`src/logic/tgf_pkg.sv`:
```
// tgf_pkg: register map, field layout, reset values and timing for the
// transmit gain / data format register bank.
// assumes a 32-bit APB slave; registers sit at index*4 byte addresses.
package tgf_pkg;

  // printed offsets are not all multiples of four: they are word indices
  localparam logic [7:0] TGF_IDX_FINE_TRIM = 8'h10;
  localparam logic [7:0] TGF_IDX_GAIN_LEVEL = 8'h11;
  localparam logic [7:0] TGF_IDX_UPDATE_CTRL = 8'h12;
  localparam logic [7:0] TGF_IDX_FORMAT = 8'h13;
  localparam logic [7:0] TGF_IDX_GAIN_STATUS = 8'h16;

  // byte address = index * 4
  localparam logic [9:0] TGF_ADDR_FINE_TRIM = {TGF_IDX_FINE_TRIM, 2'b00};
  localparam logic [9:0] TGF_ADDR_GAIN_LEVEL = {TGF_IDX_GAIN_LEVEL, 2'b00};
  localparam logic [9:0] TGF_ADDR_UPDATE_CTRL = {TGF_IDX_UPDATE_CTRL, 2'b00};
  localparam logic [9:0] TGF_ADDR_FORMAT = {TGF_IDX_FORMAT, 2'b00};
  localparam logic [9:0] TGF_ADDR_GAIN_STATUS = {TGF_IDX_GAIN_STATUS, 2'b00};

  // field positions
  localparam int TGF_BIT_SYNC_EN = 6;
  localparam int TGF_BIT_FAST = 4;
  localparam int TGF_BIT_TX_TWOS = 7;
  localparam int TGF_BIT_RX_TWOS = 6;
  localparam int TGF_BIT_TX_INV = 5;
  localparam int TGF_BIT_INTERP_LSB = 0;

  // reset values
  localparam logic [7:0] TGF_RST_GAIN = 8'hFF;
  localparam logic [5:0] TGF_RST_TRIM = 6'h00;
  localparam logic [7:0] TGF_RST_UPDATE = 8'h00;
  localparam logic [7:0] TGF_RST_FORMAT = 8'h00;

  // fine trim landmark codes
  localparam logic [5:0] TGF_TRIM_MAX_NEG = 6'h1F;
  localparam logic [5:0] TGF_TRIM_MAX_POS = 6'h20;

  // smooth ramp: one 0.1 dB step per step time
  localparam int TGF_CLK_MHZ = 20;
  localparam int TGF_RAMP_STEP_NS = 400;
  localparam int TGF_RAMP_STEP_CYC =
    (TGF_RAMP_STEP_NS * TGF_CLK_MHZ + 999) / 1000;

  typedef enum logic [1:0]
  {
    TGF_INTERP_BYPASS = 2'b00,
    TGF_INTERP_X2 = 2'b01,
    TGF_INTERP_X4 = 2'b10,
    TGF_INTERP_UNDEF = 2'b11
  } tgf_interp_e;

  // datapath configuration seen by the converters
  typedef struct packed
  {
    logic tx_twos;
    logic rx_twos;
    logic tx_fall_edge;
    tgf_interp_e interp;
  } tgf_format_s;

endpackage

```
`src/logic/tgf_gain_ramp.sv`:
```
// tgf_gain_ramp: walks the applied gain code toward its target.
// assumes target is stable from the pclk domain.
`timescale 1ns/1ps
`default_nettype none
module tgf_gain_ramp
  import tgf_pkg::*;
#(
  parameter int STEP_CYC = TGF_RAMP_STEP_CYC
)
(
  input wire logic pclk,
  input wire logic presetn,
  input wire logic [7:0] target,
  input wire logic fast,
  output logic [7:0] applied,
  output logic busy
);

  logic [15:0] step_cnt;

  assign busy = (applied != target);

  // step timer; a code step only when it expires
  always_ff @(posedge pclk or negedge presetn)
  begin
    if (!presetn)
      step_cnt <= 16'h0000;
    else if (!busy || fast || step_cnt == 16'(STEP_CYC - 1))
      step_cnt <= 16'h0000;
    else
      step_cnt <= step_cnt + 16'h0001;
  end

  // fast jumps in one cycle; smooth moves one 0.1 dB code per step
  always_ff @(posedge pclk or negedge presetn)
  begin
    if (!presetn)
      applied <= TGF_RST_GAIN;
    else if (busy && fast)
      applied <= target;
    else if (busy && step_cnt == 16'(STEP_CYC - 1))
      applied <= (target > applied) ? applied + 8'h01 : applied - 8'h01;
  end

  a_ramp_one_step: assert property (@(posedge pclk) disable iff (!presetn)
    !$past(fast) && $past(busy) |->
    (applied == $past(applied)) || (applied == $past(applied) + 8'h01) ||
    (applied == $past(applied) - 8'h01))
    else $error("smooth ramp jumped more than one code");

  a_fast_settles: assert property (@(posedge pclk) disable iff (!presetn)
    fast && busy && $stable(target) |=> applied == $past(target))
    else $error("fast update did not settle in one cycle");

endmodule
`default_nettype wire

```
`src/logic/tgf_regs.sv`:
```
// tgf_regs: APB register bank for transmit gain, gain update mode,
// fine gain trim and data format / interpolation control.
// assumes tx_powerdown_pin is asynchronous; APB on pclk, 32-bit data.
`timescale 1ns/1ps
`default_nettype none
module tgf_regs
  import tgf_pkg::*;
#(
  parameter int RAMP_STEP_CYC = TGF_RAMP_STEP_CYC
)
(
  input wire logic pclk,
  input wire logic presetn,
  input wire logic psel,
  input wire logic penable,
  input wire logic pwrite,
  input wire logic [11:0] paddr,
  input wire logic [31:0] pwdata,
  input wire logic [3:0] pstrb,
  output logic [31:0] prdata,
  output logic pready,
  output logic pslverr,
  input wire logic tx_powerdown_pin,
  output logic [7:0] tx_gain_stage,
  output logic [7:0] tx_gain_stage_b,
  output logic signed [5:0] fine_trim,
  output tgf_format_s format_cfg,
  output logic gain_ramping
);

  logic [7:0] tx_gain_level;
  logic [7:0] tx_gain_update_control;
  logic [7:0] io_format_config;
  logic [5:0] fine_trim_reg;
  logic [7:0] gain_target;
  logic gain_pending;
  logic pd_meta;
  logic pd_sync;
  logic pd_prev;
  logic pd_fall;
  logic wr_en;
  logic rd_en;
  logic addr_hit;
  logic [7:0] applied;
  logic ramp_busy;
  logic [31:0] next_prdata;
  logic addr_hi_zero;
  logic [7:0] reg_idx;
  logic sel_trim;
  logic sel_level;
  logic sel_update;
  logic sel_format;
  logic sel_status;
  logic level_write;

  wire gain_sync_enable = tx_gain_update_control[TGF_BIT_SYNC_EN];
  wire gain_fast_settle = tx_gain_update_control[TGF_BIT_FAST];

  // apb decode; zero wait states, error on unmapped word
  assign wr_en = psel && penable && pwrite;
  assign rd_en = psel && !penable && !pwrite;
  assign pready = 1'b1;
  // word index compared at its own width; upper address bits must be zero
  assign addr_hi_zero = (paddr[11:10] == 2'b00);
  assign reg_idx = paddr[9:2];
  assign sel_trim = addr_hi_zero && (reg_idx == TGF_IDX_FINE_TRIM);
  assign sel_level = addr_hi_zero && (reg_idx == TGF_IDX_GAIN_LEVEL);
  assign sel_update = addr_hi_zero && (reg_idx == TGF_IDX_UPDATE_CTRL);
  assign sel_format = addr_hi_zero && (reg_idx == TGF_IDX_FORMAT);
  assign sel_status = addr_hi_zero && (reg_idx == TGF_IDX_GAIN_STATUS);
  assign addr_hit = sel_trim || sel_level || sel_update || sel_format || sel_status;
  assign level_write = wr_en && pstrb[0] && sel_level;
  assign pslverr = psel && penable && (!addr_hit || (pwrite && sel_status));

  // fine trim, low byte lane only
  always_ff @(posedge pclk or negedge presetn)
  begin
    if (!presetn)
      fine_trim_reg <= TGF_RST_TRIM;
    else if (wr_en && pstrb[0] && sel_trim)
      fine_trim_reg <= pwdata[5:0];
  end
  // twos complement: 011111 is most negative adjustment, 100000 most positive
  assign fine_trim = $signed(fine_trim_reg);

  // gain level register, unsigned binary code
  always_ff @(posedge pclk or negedge presetn)
  begin
    if (!presetn)
      tx_gain_level <= TGF_RST_GAIN;
    else if (level_write)
      tx_gain_level <= pwdata[7:0];
  end

  // update control register; only bits 6 and 4 are implemented
  always_ff @(posedge pclk or negedge presetn)
  begin
    if (!presetn)
      tx_gain_update_control <= TGF_RST_UPDATE;
    else if (wr_en && pstrb[0] && sel_update)
      tx_gain_update_control <= pwdata[7:0] & 8'h50;
  end

  // format register; bits 4..2 belong to no function here and read zero
  always_ff @(posedge pclk or negedge presetn)
  begin
    if (!presetn)
      io_format_config <= TGF_RST_FORMAT;
    else if (wr_en && pstrb[0] && sel_format)
      io_format_config <= pwdata[7:0] & 8'hE3;
  end

  // power-down pin: two-flop synchroniser, then edge detect on stage two
  always_ff @(posedge pclk or negedge presetn)
  begin
    if (!presetn)
    begin
      pd_meta <= 1'b0;
      pd_sync <= 1'b0;
      pd_prev <= 1'b0;
    end
    else
    begin
      pd_meta <= tx_powerdown_pin;
      pd_sync <= pd_meta;
      pd_prev <= pd_sync;
    end
  end
  assign pd_fall = pd_prev && !pd_sync;

  // target selection: immediate, or held until wake-up edge
  always_ff @(posedge pclk or negedge presetn)
  begin
    if (!presetn)
    begin
      gain_target <= TGF_RST_GAIN;
      gain_pending <= 1'b0;
    end
    else if (!gain_sync_enable)
    begin
      gain_target <= tx_gain_level;
      gain_pending <= 1'b0;
    end
    else if (pd_fall)
    begin
      gain_target <= tx_gain_level;
      // set wins: a write landing with the edge waits for the next wake-up
      gain_pending <= level_write;
    end
    else if (level_write)
      gain_pending <= 1'b1;
  end

  // smooth or fast approach to the target
  tgf_gain_ramp #(
    .STEP_CYC(RAMP_STEP_CYC)
  ) u_ramp (
    .pclk(pclk),
    .presetn(presetn),
    .target(gain_target),
    .fast(gain_fast_settle),
    .applied(applied),
    .busy(ramp_busy)
  );

  // one code feeds both channels; 00 is -25.5 dB, FF is 0 dB
  assign tx_gain_stage = applied;
  assign tx_gain_stage_b = applied;
  assign gain_ramping = ramp_busy;

  // datapath format; code 11 passes through, behaviour left undefined
  assign format_cfg.tx_twos = io_format_config[TGF_BIT_TX_TWOS];
  assign format_cfg.rx_twos = io_format_config[TGF_BIT_RX_TWOS];
  assign format_cfg.tx_fall_edge = io_format_config[TGF_BIT_TX_INV];
  assign format_cfg.interp =
    tgf_interp_e'(io_format_config[TGF_BIT_INTERP_LSB +: 2]);

  // read mux, registered in the setup phase
  always_comb
  begin
    next_prdata = 32'h00000000;
    if (addr_hi_zero)
    begin
      case (reg_idx)
        TGF_IDX_FINE_TRIM: next_prdata = {26'h0, fine_trim_reg};
        TGF_IDX_GAIN_LEVEL: next_prdata = {24'h0, tx_gain_level};
        TGF_IDX_UPDATE_CTRL: next_prdata = {24'h0, tx_gain_update_control};
        TGF_IDX_FORMAT: next_prdata = {24'h0, io_format_config};
        TGF_IDX_GAIN_STATUS: next_prdata = {14'h0, ramp_busy, gain_pending, gain_target, applied};
        default: next_prdata = 32'h00000000;
      endcase
    end
  end

  always_ff @(posedge pclk or negedge presetn)
  begin
    if (!presetn)
      prdata <= 32'h00000000;
    else if (rd_en)
      prdata <= next_prdata;
  end

  // assertions
  a_gain_reset_ff: assert property (@(posedge pclk)
    $rose(presetn) |-> tx_gain_level == TGF_RST_GAIN)
    else $error("gain level not FF after reset");

  a_immediate_apply: assert property (@(posedge pclk) disable iff (!presetn)
    !gain_sync_enable && $past(!gain_sync_enable) |-> gain_target == $past(tx_gain_level))
    else $error("unsynchronised gain not applied after write");

  a_sync_hold_target: assert property (@(posedge pclk) disable iff (!presetn)
    gain_sync_enable && $past(gain_sync_enable) && !$past(pd_fall) |->
    $stable(gain_target))
    else $error("synced gain changed without power-down edge");

  a_sync_on_edge: assert property (@(posedge pclk) disable iff (!presetn)
    gain_sync_enable && pd_fall |=>
    gain_target == $past(tx_gain_level) && gain_pending == $past(level_write))
    else $error("gain not taken on power-down falling edge");

  a_both_channels: assert property (@(posedge pclk) disable iff (!presetn)
    tx_gain_stage == tx_gain_stage_b)
    else $error("transmit channels differ in gain");

  a_tx_format_bit: assert property (@(posedge pclk) disable iff (!presetn)
    wr_en && pstrb[0] && sel_format |=>
    format_cfg.tx_twos == $past(pwdata[7]) && format_cfg.rx_twos == $past(pwdata[6]))
    else $error("format bits not taken from write");

  a_edge_select: assert property (@(posedge pclk) disable iff (!presetn)
    format_cfg.tx_fall_edge == io_format_config[5] && format_cfg.interp == io_format_config[1:0])
    else $error("edge or interpolation select mismatched");

  a_trim_reset: assert property (@(posedge pclk)
    $rose(presetn) |-> fine_trim == 6'sd0)
    else $error("fine trim not zero after reset");

  c_gain_write: cover property (@(posedge pclk) disable iff (!presetn)
    level_write);
  c_sync_apply: cover property (@(posedge pclk) disable iff (!presetn)
    gain_sync_enable && gain_pending && pd_fall);
  c_ramp_done: cover property (@(posedge pclk) disable iff (!presetn)
    $fell(ramp_busy) && !gain_fast_settle);
  c_interp_x4: cover property (@(posedge pclk) disable iff (!presetn)
    format_cfg.interp == TGF_INTERP_X4);

endmodule
`default_nettype wire

```
`config.mk`:
```
export PLATFORM = sky130hd
export DESIGN_NAME = tgf_regs
export DESIGN_NICKNAME = d
export VERILOG_FILES = /design/src/logic/tgf_pkg.sv /design/src/logic/tgf_gain_ramp.sv /design/src/logic/tgf_regs.sv
export SDC_FILE = /design/constraint.sdc
export NUM_CORES = 1
export LEC_CHECK = 0
export BUFFER_PORTS_ARGS = -buffer_cell sky130_fd_sc_hd__buf_2
export CAP_MARGIN = 20
export CORE_MARGIN = 2
export CORE_UTILIZATION = 45
export DETAILED_ROUTE_END_ITERATION = 8
export GPL_TIMING_DRIVEN = 0
export HOLD_SLACK_MARGIN = 0.05
export PLACE_DENSITY = 0.76
export SLEW_MARGIN = 5
export SYNTH_ARGS = -nofsm -noshare
export SYNTH_HDL_FRONTEND = slang
export SYNTH_SLANG_ARGS = --single-unit
```
`constraint.sdc`:
```
create_clock -name pclk -period 6.25 [get_ports pclk]
set_input_delay 1.5625 -clock pclk [delete_from_list [all_inputs] [get_ports pclk]]
set_output_delay 1.5625 -clock pclk [all_outputs]
set_load 0.02 [all_outputs]
```
==> results list, run 1 <==
- The run finished with clean final reports.
- The H-tree was split into 3 levels.
* Leakage: approximately 2.3 nW
- Std-Cell Core Area: slightly below 9000 µm²
- Among all flip-flop cells after synthesis, the most frequent one is sky130_fd_sc_hd__dfrtp_1.
* Netlist Area Pre-Place: between 4000 and 5000 µm²
* Initial antenna violation count: 0
- Total via count after detailed routing: 3145
- Fin. max-slew vios: 0
- Maximum fanout along the worst path: 4
* Power share of the sequential group: 0.501
* Drt first pass iters: 4
- Largest net degree at the start of global routing: 45
- Transition time at the pin with the least slew margin: about 0.85 ns
- Sequential-to-total area share from yosys stat: 0.476
* Max FFs per register: 18
* Power Dens Cells: a little over 200 nW/µm²
- Top library cells by usage in the layout, fill and taps aside: 72 x sky130_fd_sc_hd__buf_2, 51 x sky130_fd_sc_hd__dfrtp_1, 39 x sky130_fd_sc_hd__nor2_1
- The cell sitting at the root of the clock tree is a sky130_fd_sc_hd__clkbuf_8.
* Internal power component: roughly 0.74 mW
- Switching power share of the total: 0.236
- Final critical-path share of the clock period: 0.681
- Slowest stage delay, CP: ~0.51 ns
* Number of design-rule violations left by the first detailed-router iteration: 180
* CTS-repair resized insts: 0
* Ant diodes: 0
* Detailed-route wire length: roughly 9.3 mm
* Global router's overall resource usage: 0.199
- The floorplan step set the die height to about 100 µm.
- The worst-case IR drop observed on VDD is 0.108 mV.
- Yosys warning total: 0
- Clock latency at the later pin of the worst-skew pair: 0.36 ns
- Comb power frac: 0.062
- At the end of the flow the core is filled with cells to 0.552.
- Number of max-cap violations: 0
- Post-CTS timing repair inserted 0 buffers for setup.
* Count of unique library cells instantiated by Yosys: between 50 and 60
- Max-slew headroom at the worst pin: 0.429
- The die covers 9680 µm².
- Post-layout min period: 4.25 ns
- The floorplan has 34 rows.
- Chain of cells forming the critical path: buf_2 -> nand2b_4 -> nor4_1 -> a31oi_1 -> buf_2
* Top reg by flops: prdata
- Data arrival, critical path: between 2 and 3 ns
* CTS tree: built
- The final-report hold violation count is 0.
- After detailed routing, the average wire length per cell comes to roughly 16 µm.
- Number of buffers inserted during clock tree synthesis: 9
* Clock-pin slew of the registers on the worst-case setup and hold paths: roughly 0.08 ns
* Average size of a mapped cell: about 11 µm²
- The number of global-route vias before repair came to 3060.
- Top Ports: approximately 120
- Most prevalent standard cell on the critical path: sky130_fd_sc_hd__buf_2
* Classification of the worst-slack hold path: reg -> reg
- The worst setup path is of the in -> out kind.
- Number of enable-type register cells in the synthesized netlist: 0
- Top flop regs: prdata: 18 flops, u_ramp.step_cnt: 16 flops
- Crit. End Element: output port
- Buffers inserted to repair hold after CTS numbered 0.
* Wire length of the first global-routing pass: around 15 mm
- Setup violations remaining at the end of the flow were counted as 0.
* Total net switching power: about 0.23 mW
* Final clock skew: around 0.012 ns
- Relative contribution of the clock network to total power: 0.437
* X dimension of the die: approximately 98 µm
* Area delta synth->final: 19.5%
- Maximum clock frequency: between 200 and 250 MHz
* Count of nets after finishing: about 540
- For this configuration, the core starts out at a cell density of 0.462.
* Layout cells sized above 1: 0.398
- Kind of start point of the critical path: primary input
- Port-buffer cells: 70
* Required time of the worst setup path: 4.69 ns
- Num Clock Sinks: between 70 and 80
- Clock Tree Buf Depth: 2
- Number of vias per cell: approximately 5.4
* Placer congestion estimate: roughly 0.87
* Remaining number of nets flagged by the antenna check after routing: 0
- Counting flops and latches in the post-synthesis netlist gives 75.
- Gate count of the mapped netlist: 372
- Of all flip-flops after synthesis, the portion carrying an async set or reset was 1.00.
* Congestion Overflow GR: 0
- For this design, the slowest cell found on the critical path is sky130_fd_sc_hd__nor4_1.
- HPWL after detailed placement: approximately 7.0 mm
* Leading cell type in the layout, fill and taps excluded: sky130_fd_sc_hd__buf_2
* DRC violation count after routing: 0
- TNS Setup: 0 ns
- Setup repair after global routing left no endpoint under its margin.
==> cell families (layout without fill, tap and decap cells) <==
family	count (synthesis)	count (layout)	synth area share
buf+inv	45	132	0.0665
simple gates	111	111	0.140
xor+xnor	18	18	0.0393
fa+ha+maj	17	17	0.0549
other cells	2	15	0.00187
compound gates	69	69	0.125
mux	35	35	0.0971
flops	75	75	0.476
==> power groups by stage <==
stage | Sequential (mW) | Combinational (mW) | Clock (mW)
after global placement | 0.497 | 0.0572 | 0
final | 0.489 | 0.0604 | 0.426
after global routing | 0.489 | 0.0667 | 0.451
after floorplan | 0.498 | 0.0328 | 0
after detailed placement | 0.498 | 0.0602 | 0
after CTS | 0.489 | 0.0605 | 0.428
==> worst max-delay path, delay by kind of cell <==
kind                   cells  cell delay, ns
and+or+nand+nor            2            0.64
buffers and inverters      2            0.31
AOI/OAI and AO/OA          1            0.18
==> metal layers <==
metal	GRT usage	vias to the layer above	wire [µm]	share of wire
met5	0	-	0	0
met4	0.0811	0	248	0.027
met3	0.0394	20	495	0.053
met2	0.309	95	4380	0.47
met1	0.276	1543	4160	0.45
li1	-	1487	-	-
==> Yosys cell counts (2+ instances only) <==
library cell | n | area share
sky130_fd_sc_hd__mux2_2 | 31 | 0.087
sky130_fd_sc_hd__nand3_1 | 11 | 0.014
sky130_fd_sc_hd__xnor2_1 | 10 | 0.022
sky130_fd_sc_hd__a22oi_1 | 7 | 0.013
sky130_fd_sc_hd__nor2_1 | 39 | 0.037
sky130_fd_sc_hd__and3_1 | 2 | 0.0031
sky130_fd_sc_hd__clkbuf_1 | 4 | 0.0037
sky130_fd_sc_hd__or2_2 | 3 | 0.0047
sky130_fd_sc_hd__nand4_1 | 6 | 0.0094
sky130_fd_sc_hd__a21o_1 | 3 | 0.0056
sky130_fd_sc_hd__dfrtp_1 | 51 | 0.32
sky130_fd_sc_hd__nand2b_1 | 2 | 0.0031
sky130_fd_sc_hd__buf_4 | 23 | 0.043
sky130_fd_sc_hd__nand2_1 | 25 | 0.023
sky130_fd_sc_hd__nor4_1 | 4 | 0.0062
sky130_fd_sc_hd__o211ai_1 | 2 | 0.0037
sky130_fd_sc_hd__o22ai_1 | 2 | 0.0031
sky130_fd_sc_hd__a22o_1 | 7 | 0.015
sky130_fd_sc_hd__nor3_1 | 4 | 0.0050
sky130_fd_sc_hd__buf_2 | 3 | 0.0037
sky130_fd_sc_hd__xor2_1 | 8 | 0.017
sky130_fd_sc_hd__o21ai_0 | 14 | 0.017
sky130_fd_sc_hd__conb_1 | 2 | 0.0019
sky130_fd_sc_hd__a211oi_1 | 3 | 0.0056
sky130_fd_sc_hd__mux2i_1 | 4 | 0.010
sky130_fd_sc_hd__a22o_2 | 10 | 0.025
sky130_fd_sc_hd__dfstp_2 | 24 | 0.16
sky130_fd_sc_hd__a21oi_1 | 9 | 0.011
sky130_fd_sc_hd__inv_1 | 14 | 0.013
sky130_fd_sc_hd__nor2b_1 | 3 | 0.0047
sky130_fd_sc_hd__ha_1 | 16 | 0.050
==> area by class of cell <==
| cell class | instances | area (µm²) |
|---|---|---|
| repair buffers | 71 | 373 |
| clock buffers | 10 | 138 |
| inverters | 14 | 52.6 |
| flip-flops and latches | 75 | 1910 |
| clock inverters | 6 | 87.6 |
| plain buffers | 31 | 214 |
| multi-input cells | 265 | 1880 |
| well taps | 108 | 135 |
| fillers | 765 | 3890 |
==> final timing paths <==
path | start | end | slack, ns | depth (start not counted)
worst max register to register | u_ramp.applied[5]$_DFFE_PN1P_ | u_ramp.applied[6]$_DFFE_PN1P_ | 2.42 | 13
worst min-delay path | pd_meta$_DFF_PN0_ | pd_sync$_DFF_PN0_ | 0.36 | 0
min in group asynchronous | presetn | prdata[2]$_DFFE_PN0P_ | 1.14 | 1
worst max-delay path | paddr[7] | pslverr | 2.00 | 5
max in group asynchronous | presetn | u_ramp.applied[3]$_DFFE_PN1P_ | 4.47 | 2
worst min register to register | pd_meta$_DFF_PN0_ | pd_sync$_DFF_PN0_ | 0.36 | 0
==> through the flow <==
step                worst slack, ns  cell area [µm²]  power [mW]  hold WS (ns)  instances
floorplan                      2.22             4060       0.530         0.331        385
global placement               2.07             4540       0.555         0.333        563
detailed placement             2.01             4560       0.558         0.341        564
CTS                            2.01             4790       0.977         0.360        580
global route                   1.92             4790        1.01         0.374        580
finish                         2.00             4790       0.975         0.357        580
(Power assumes the default switching activity.)
==> inputs of run 2 (changes only) <==
Settings changed: ABC_AREA set to 1, PLACE_DENSITY 0.76 to 0.78.
Clock period 6.25 ns to 3.4 ns, I/O delays scaled along.
==> run 2 against run 1 <==
  * Clock power increased by 92%
  * Critical path depth increased by 10
  * Worst setup slack got worse by 1.7 ns
  * Largest cell class unchanged
  * Core utilization is 0.37 points lower
  * Largest power group unchanged
  * Worst hold slack worse by 0.039 ns
  * Sequential power up 84%
  * Highest routed layer unchanged
  * Die area grew 4.3%
  * Power up 87%
  * Final cell count increased by 24%
==> results list, run 2 <==
* Run status: completed
- The detailed-route DRC error count came to 0 (unchanged).
* Crit Reg-Reg Endpoint: u_ramp.applied[5]$_DFFE_PN1P_
- Leaving out fill and tap cells, the most frequent cell in the layout is sky130_fd_sc_hd__nand2_1.
* Top library cells by usage in the layout, fill and taps aside: 146 x sky130_fd_sc_hd__nand2_1, 71 x sky130_fd_sc_hd__buf_2, 58 x sky130_fd_sc_hd__inv_1
- The data required time at the worst endpoint was 3.69 ns (-1.00 ns).
- Initial Util: 0.458 (-0.00424)
* Maximum fanout along the worst path: 10 (+6)
- Number of buffer and inverter stages on the critical path: 1 (-1)
- STA classifies the critical path endpoint as a flip-flop.
- The slack of the worst reg-to-reg path was 0.34 ns (-2.08 ns).
- The count of vias placed by the detailed router came to 3722 (+18%).
* Die height: 100 µm (+2.1%)
- Max-slew headroom at the worst pin: 0.652 (+0.223)
- The total detailed-routing wirelength is 9.79 mm (+5.4%).
- The average vias per placed instance came to 5.16 (-4.9%).
* Vias in the first global route: 3470 (+13%)
- Setup repair after global routing missed its margin: no
- The count of warnings emitted by yosys was 0 (unchanged).
* Clock-pin slew of the registers on the worst-case setup and hold paths: 0.08 ns (about the same)
- The H-tree depth is 3 (unchanged).
* Top flop regs: prdata: 18 flops, u_ramp.step_cnt: 16 flops
- Slowest cell on the critical path: sky130_fd_sc_hd__dfstp_2
- Synth top cells by count: 147 x sky130_fd_sc_hd__nand2_1, 58 x sky130_fd_sc_hd__inv_1, 51 x sky130_fd_sc_hd__dfrtp_1
- The clock latency on the worst-skew pair is 0.35 ns (about the same).
- HPWL after detailed placement: 7.48 mm (+6.8%)
- Number of max-cap violations: 0 (unchanged)
- The area occupied by multi-input gates was 1890 µm² (+0.60%).
- The cell count after synthesis was 510 (+37%).
* Maximum clock frequency: between 300 and 400 MHz
* Cell types occupying the most area after synthesis: sky130_fd_sc_hd__dfrtp_1 30%, sky130_fd_sc_hd__dfstp_2 15%, sky130_fd_sc_hd__nand2_1 13%
- The kind of cell with the highest combined delay along the critical path is simple AND/OR/NAND/NOR gates.
- Ant diodes: 0 (unchanged)
- The flip-flop count of the largest register, all copies and words added was 18 (unchanged).
* Global router's overall resource usage: 0.204 (+0.00431)
- CP startpoint: u_ramp.applied[7]$_DFFE_PN1P_
* Kind of start point of the critical path: flip-flop
- Following the worst setup path forward leads to its endpoint at u_ramp.applied[5]$_DFFE_PN1P_.
- Critical path type: reg -> reg
* Classification of the worst-slack hold path: in -> async
- Largest net degree at the start of global routing: 70 (+56%)
- Of all cell types, the one taking the most synthesized area is sky130_fd_sc_hd__dfrtp_1.
- Register area: 1910 µm² (unchanged)
- The summed instance area of the synthesized netlist came to 4190 µm² (+4.5%).
- Clock tree synthesis selected as its root buffer the cell sky130_fd_sc_hd__clkbuf_8.
- Most prevalent standard cell on the critical path: sky130_fd_sc_hd__nand2_1
* Startpoint of the most critical register-to-register path: u_ramp.applied[7]$_DFFE_PN1P_
- The total leakage power was 2.49 nW (+7.0%).
- Post-layout min period: 3.06 ns
* Total net switching power: 0.398 mW (+73%)
- Final critical-path share of the clock period: 0.900
* Top reg by flops: prdata
* Fin. max-slew vios: 0 (unchanged)
- The post-route antenna net violation count was 0 (unchanged).
* Num Clock Sinks: 75 (unchanged)
- The per-cell routed wire length was 13.6 µm (-15%).
- CTS tree: built
- Transition time at the pin with the least slew margin: 0.519 ns (-0.332 ns)
* Port-buffer cells: 71 (+1.4%)
- The sequential share of the synthesized area was 0.455 (-0.0205).
- Layout filler cell count: 811 (+6.0%)
- Initial antenna violation count: 0 (unchanged)
- Area delta synth->final: 19.8%
* Primary flip-flop cell chosen by synthesis mapping: sky130_fd_sc_hd__dfrtp_1
- Number of design-rule violations left by the first detailed-router iteration: 206 (+14%)
- Clock Tree Buf Depth: 2 (unchanged)
- Post-synthesis register bit count: 75 (unchanged)
- Power share of the sequential group: 0.493 (-0.008)
- The number of failing setup endpoints in the final timing report came to 0 (unchanged).
* Slowest stage delay, CP: 0.59 ns (+0.08 ns)
- The final sum of negative setup slack came to 0 ns (unchanged).
- Count of nets after finishing: 677 (+26%)
- Placer congestion estimate: 0.896 (+2.6%)
- Total Die Area: 10100 µm² (+4.3%)
* Reg2reg path depth: 15 (+2)
* Comb power frac: 0.058 (-0.004)
- Power Dens Cells: 363 nW/µm² (+78%)
* Final Hold Fails: 0 (unchanged)
- The most common cell in the synthesized netlist is sky130_fd_sc_hd__nand2_1.
- Dpl cells: 706 (+25%)
- The number of detailed-route iterations in the first pass was 5 (+1).
- The unique cell type count in the Yosys netlist was 42 (-26%).
- The count of cell instances traversed by the critical path came to 15 (+10).
- The critical path goes through inv_1 -> ha_1 -> nand2_1 -> nor2_1 -> nand2_1 -> nand2_1 -> nand2_4 -> ha_1 -> nand3_1 -> nand2_1 -> a21oi_1 -> or2_2 -> nand3_1 -> o211ai_1 -> o21ai_1.
- IR drop worst, VDD: 0.201 mV (+87%)
- Count of hold buffers inserted by post-cts repair: 0 (unchanged)
* Total Power: 1.82 mW (+87%)
- Relative contribution of the clock network to total power: 0.449 (+0.012)
- Switching power share of the total: 0.219 (-0.0173)
* Number of rows in the core area: 35 (+2.9%)
- Congestion Overflow GR: 0 (unchanged)
* Wire length of the first global-routing pass: 16.2 mm (+6.0%)
- The floorplan core area is 9150 µm² (+5.5%).
* Area share of the largest cell type after synthesis: 0.305 (-0.0137)
- The post-route clock skew came to 0.0139 ns (+0.00166 ns).
* Average size of a mapped cell: 8.21 µm² (-24%)
- The internal power of the cells came to 1.42 mW (+91%).
- Fraction of synthesis flops using an asynchronous set or reset pin: 1.00 (unchanged)
- The total I/O pin count is 116 (unchanged).
* Number of enable-type register cells in the synthesized netlist: 0 (unchanged)
- Data arrival, critical path: 3.35 ns (+0.66 ns)
- The share of post-route cells with drive strength above 1 was 0.275 (-0.123).
- Number of buffers inserted during clock tree synthesis: 9 (unchanged)
* Post-route insts no fill: 722 (+24%)
- X dimension of the die: 100 µm (+2.1%)
run 2: worst min path at each step:
stage	endpoint	depth (start not counted)	from
6_report	u_ramp.step_cnt[14]$_DFF_PN0_	1	presetn
5_1_grt	u_ramp.step_cnt[14]$_DFF_PN0_	1	presetn
4_1_cts	u_ramp.step_cnt[14]$_DFF_PN0_	1	presetn
3_5_place_dp	pd_sync$_DFF_PN0_	0	pd_meta$_DFF_PN0_
3_3_place_gp	pd_sync$_DFF_PN0_	0	pd_meta$_DFF_PN0_
2_1_floorplan	pd_sync$_DFF_PN0_	0	pd_meta$_DFF_PN0_
run 2: cell type report:
| cell class | instances | area share |
|---|---|---|
| plain buffers | 31 | 0.0444 |
| clock buffers | 10 | 0.0254 |
| clock inverters | 6 | 0.0224 |
| inverters | 61 | 0.0456 |
| multi-input cells | 356 | 0.378 |
| flip-flops and latches | 75 | 0.380 |
| well taps | 111 | 0.0277 |
| repair buffers | 72 | 0.0768 |
run 2: repair_timing:
item / CTS / global route
setup endpoints to repair: 0 / 5
buffers inserted: 0 / 0
gates resized for setup: 0 / 3
endpoints found under the hold margin: 0 / 0
run 2: power groups by stage:
| stage | clock network (mW) | registers [mW] | logic (mW) |
|---|---|---|---|
| after floorplan | 0 | 0.915 | 0.0565 |
| after global placement | 0 | 0.914 | 0.0975 |
| after detailed placement | 0 | 0.914 | 0.104 |
| after CTS | 0.832 | 0.898 | 0.105 |
| after global routing | 0.866 | 0.898 | 0.118 |
| final | 0.818 | 0.898 | 0.105 |
run 2: metrics by stage:
step | hold slack (ns) | utilization | setup WS (ns) | cell area, µm²
3_3_place_gp | 0.335 | 0.517 | 0.325 | 4730
3_5_place_dp | 0.335 | 0.520 | 0.165 | 4760
4_1_cts | 0.308 | 0.546 | 0.133 | 5000
2_1_floorplan | 0.331 | - | 0.485 | 4240
5_1_grt | 0.309 | 0.548 | 0.0797 | 5020
6_report | 0.318 | 0.548 | 0.341 | 5020
run 2: cell families (layout without fill, tap and decap cells):
logic type                 after synthesis  in the layout  synth area share
and+or+nand+nor                        240            240             0.260
buffers and inverters                   92            180             0.108
AOI/OAI and AO/OA                       78             78             0.110
DFF                                     75             75             0.455
adders and majority gates               17             17            0.0526
xor gates and xnor gates                 6              6            0.0126
other                                    2             15           0.00179
run 2: per-layer routing:
metal	up-vias	global-route usage	routed length (µm)
met5	-	0	0
met4	0	0.0811	189
met3	20	0.0395	533
met2	140	0.319	4570
met1	1751	0.280	4500
li1	1811	-	-
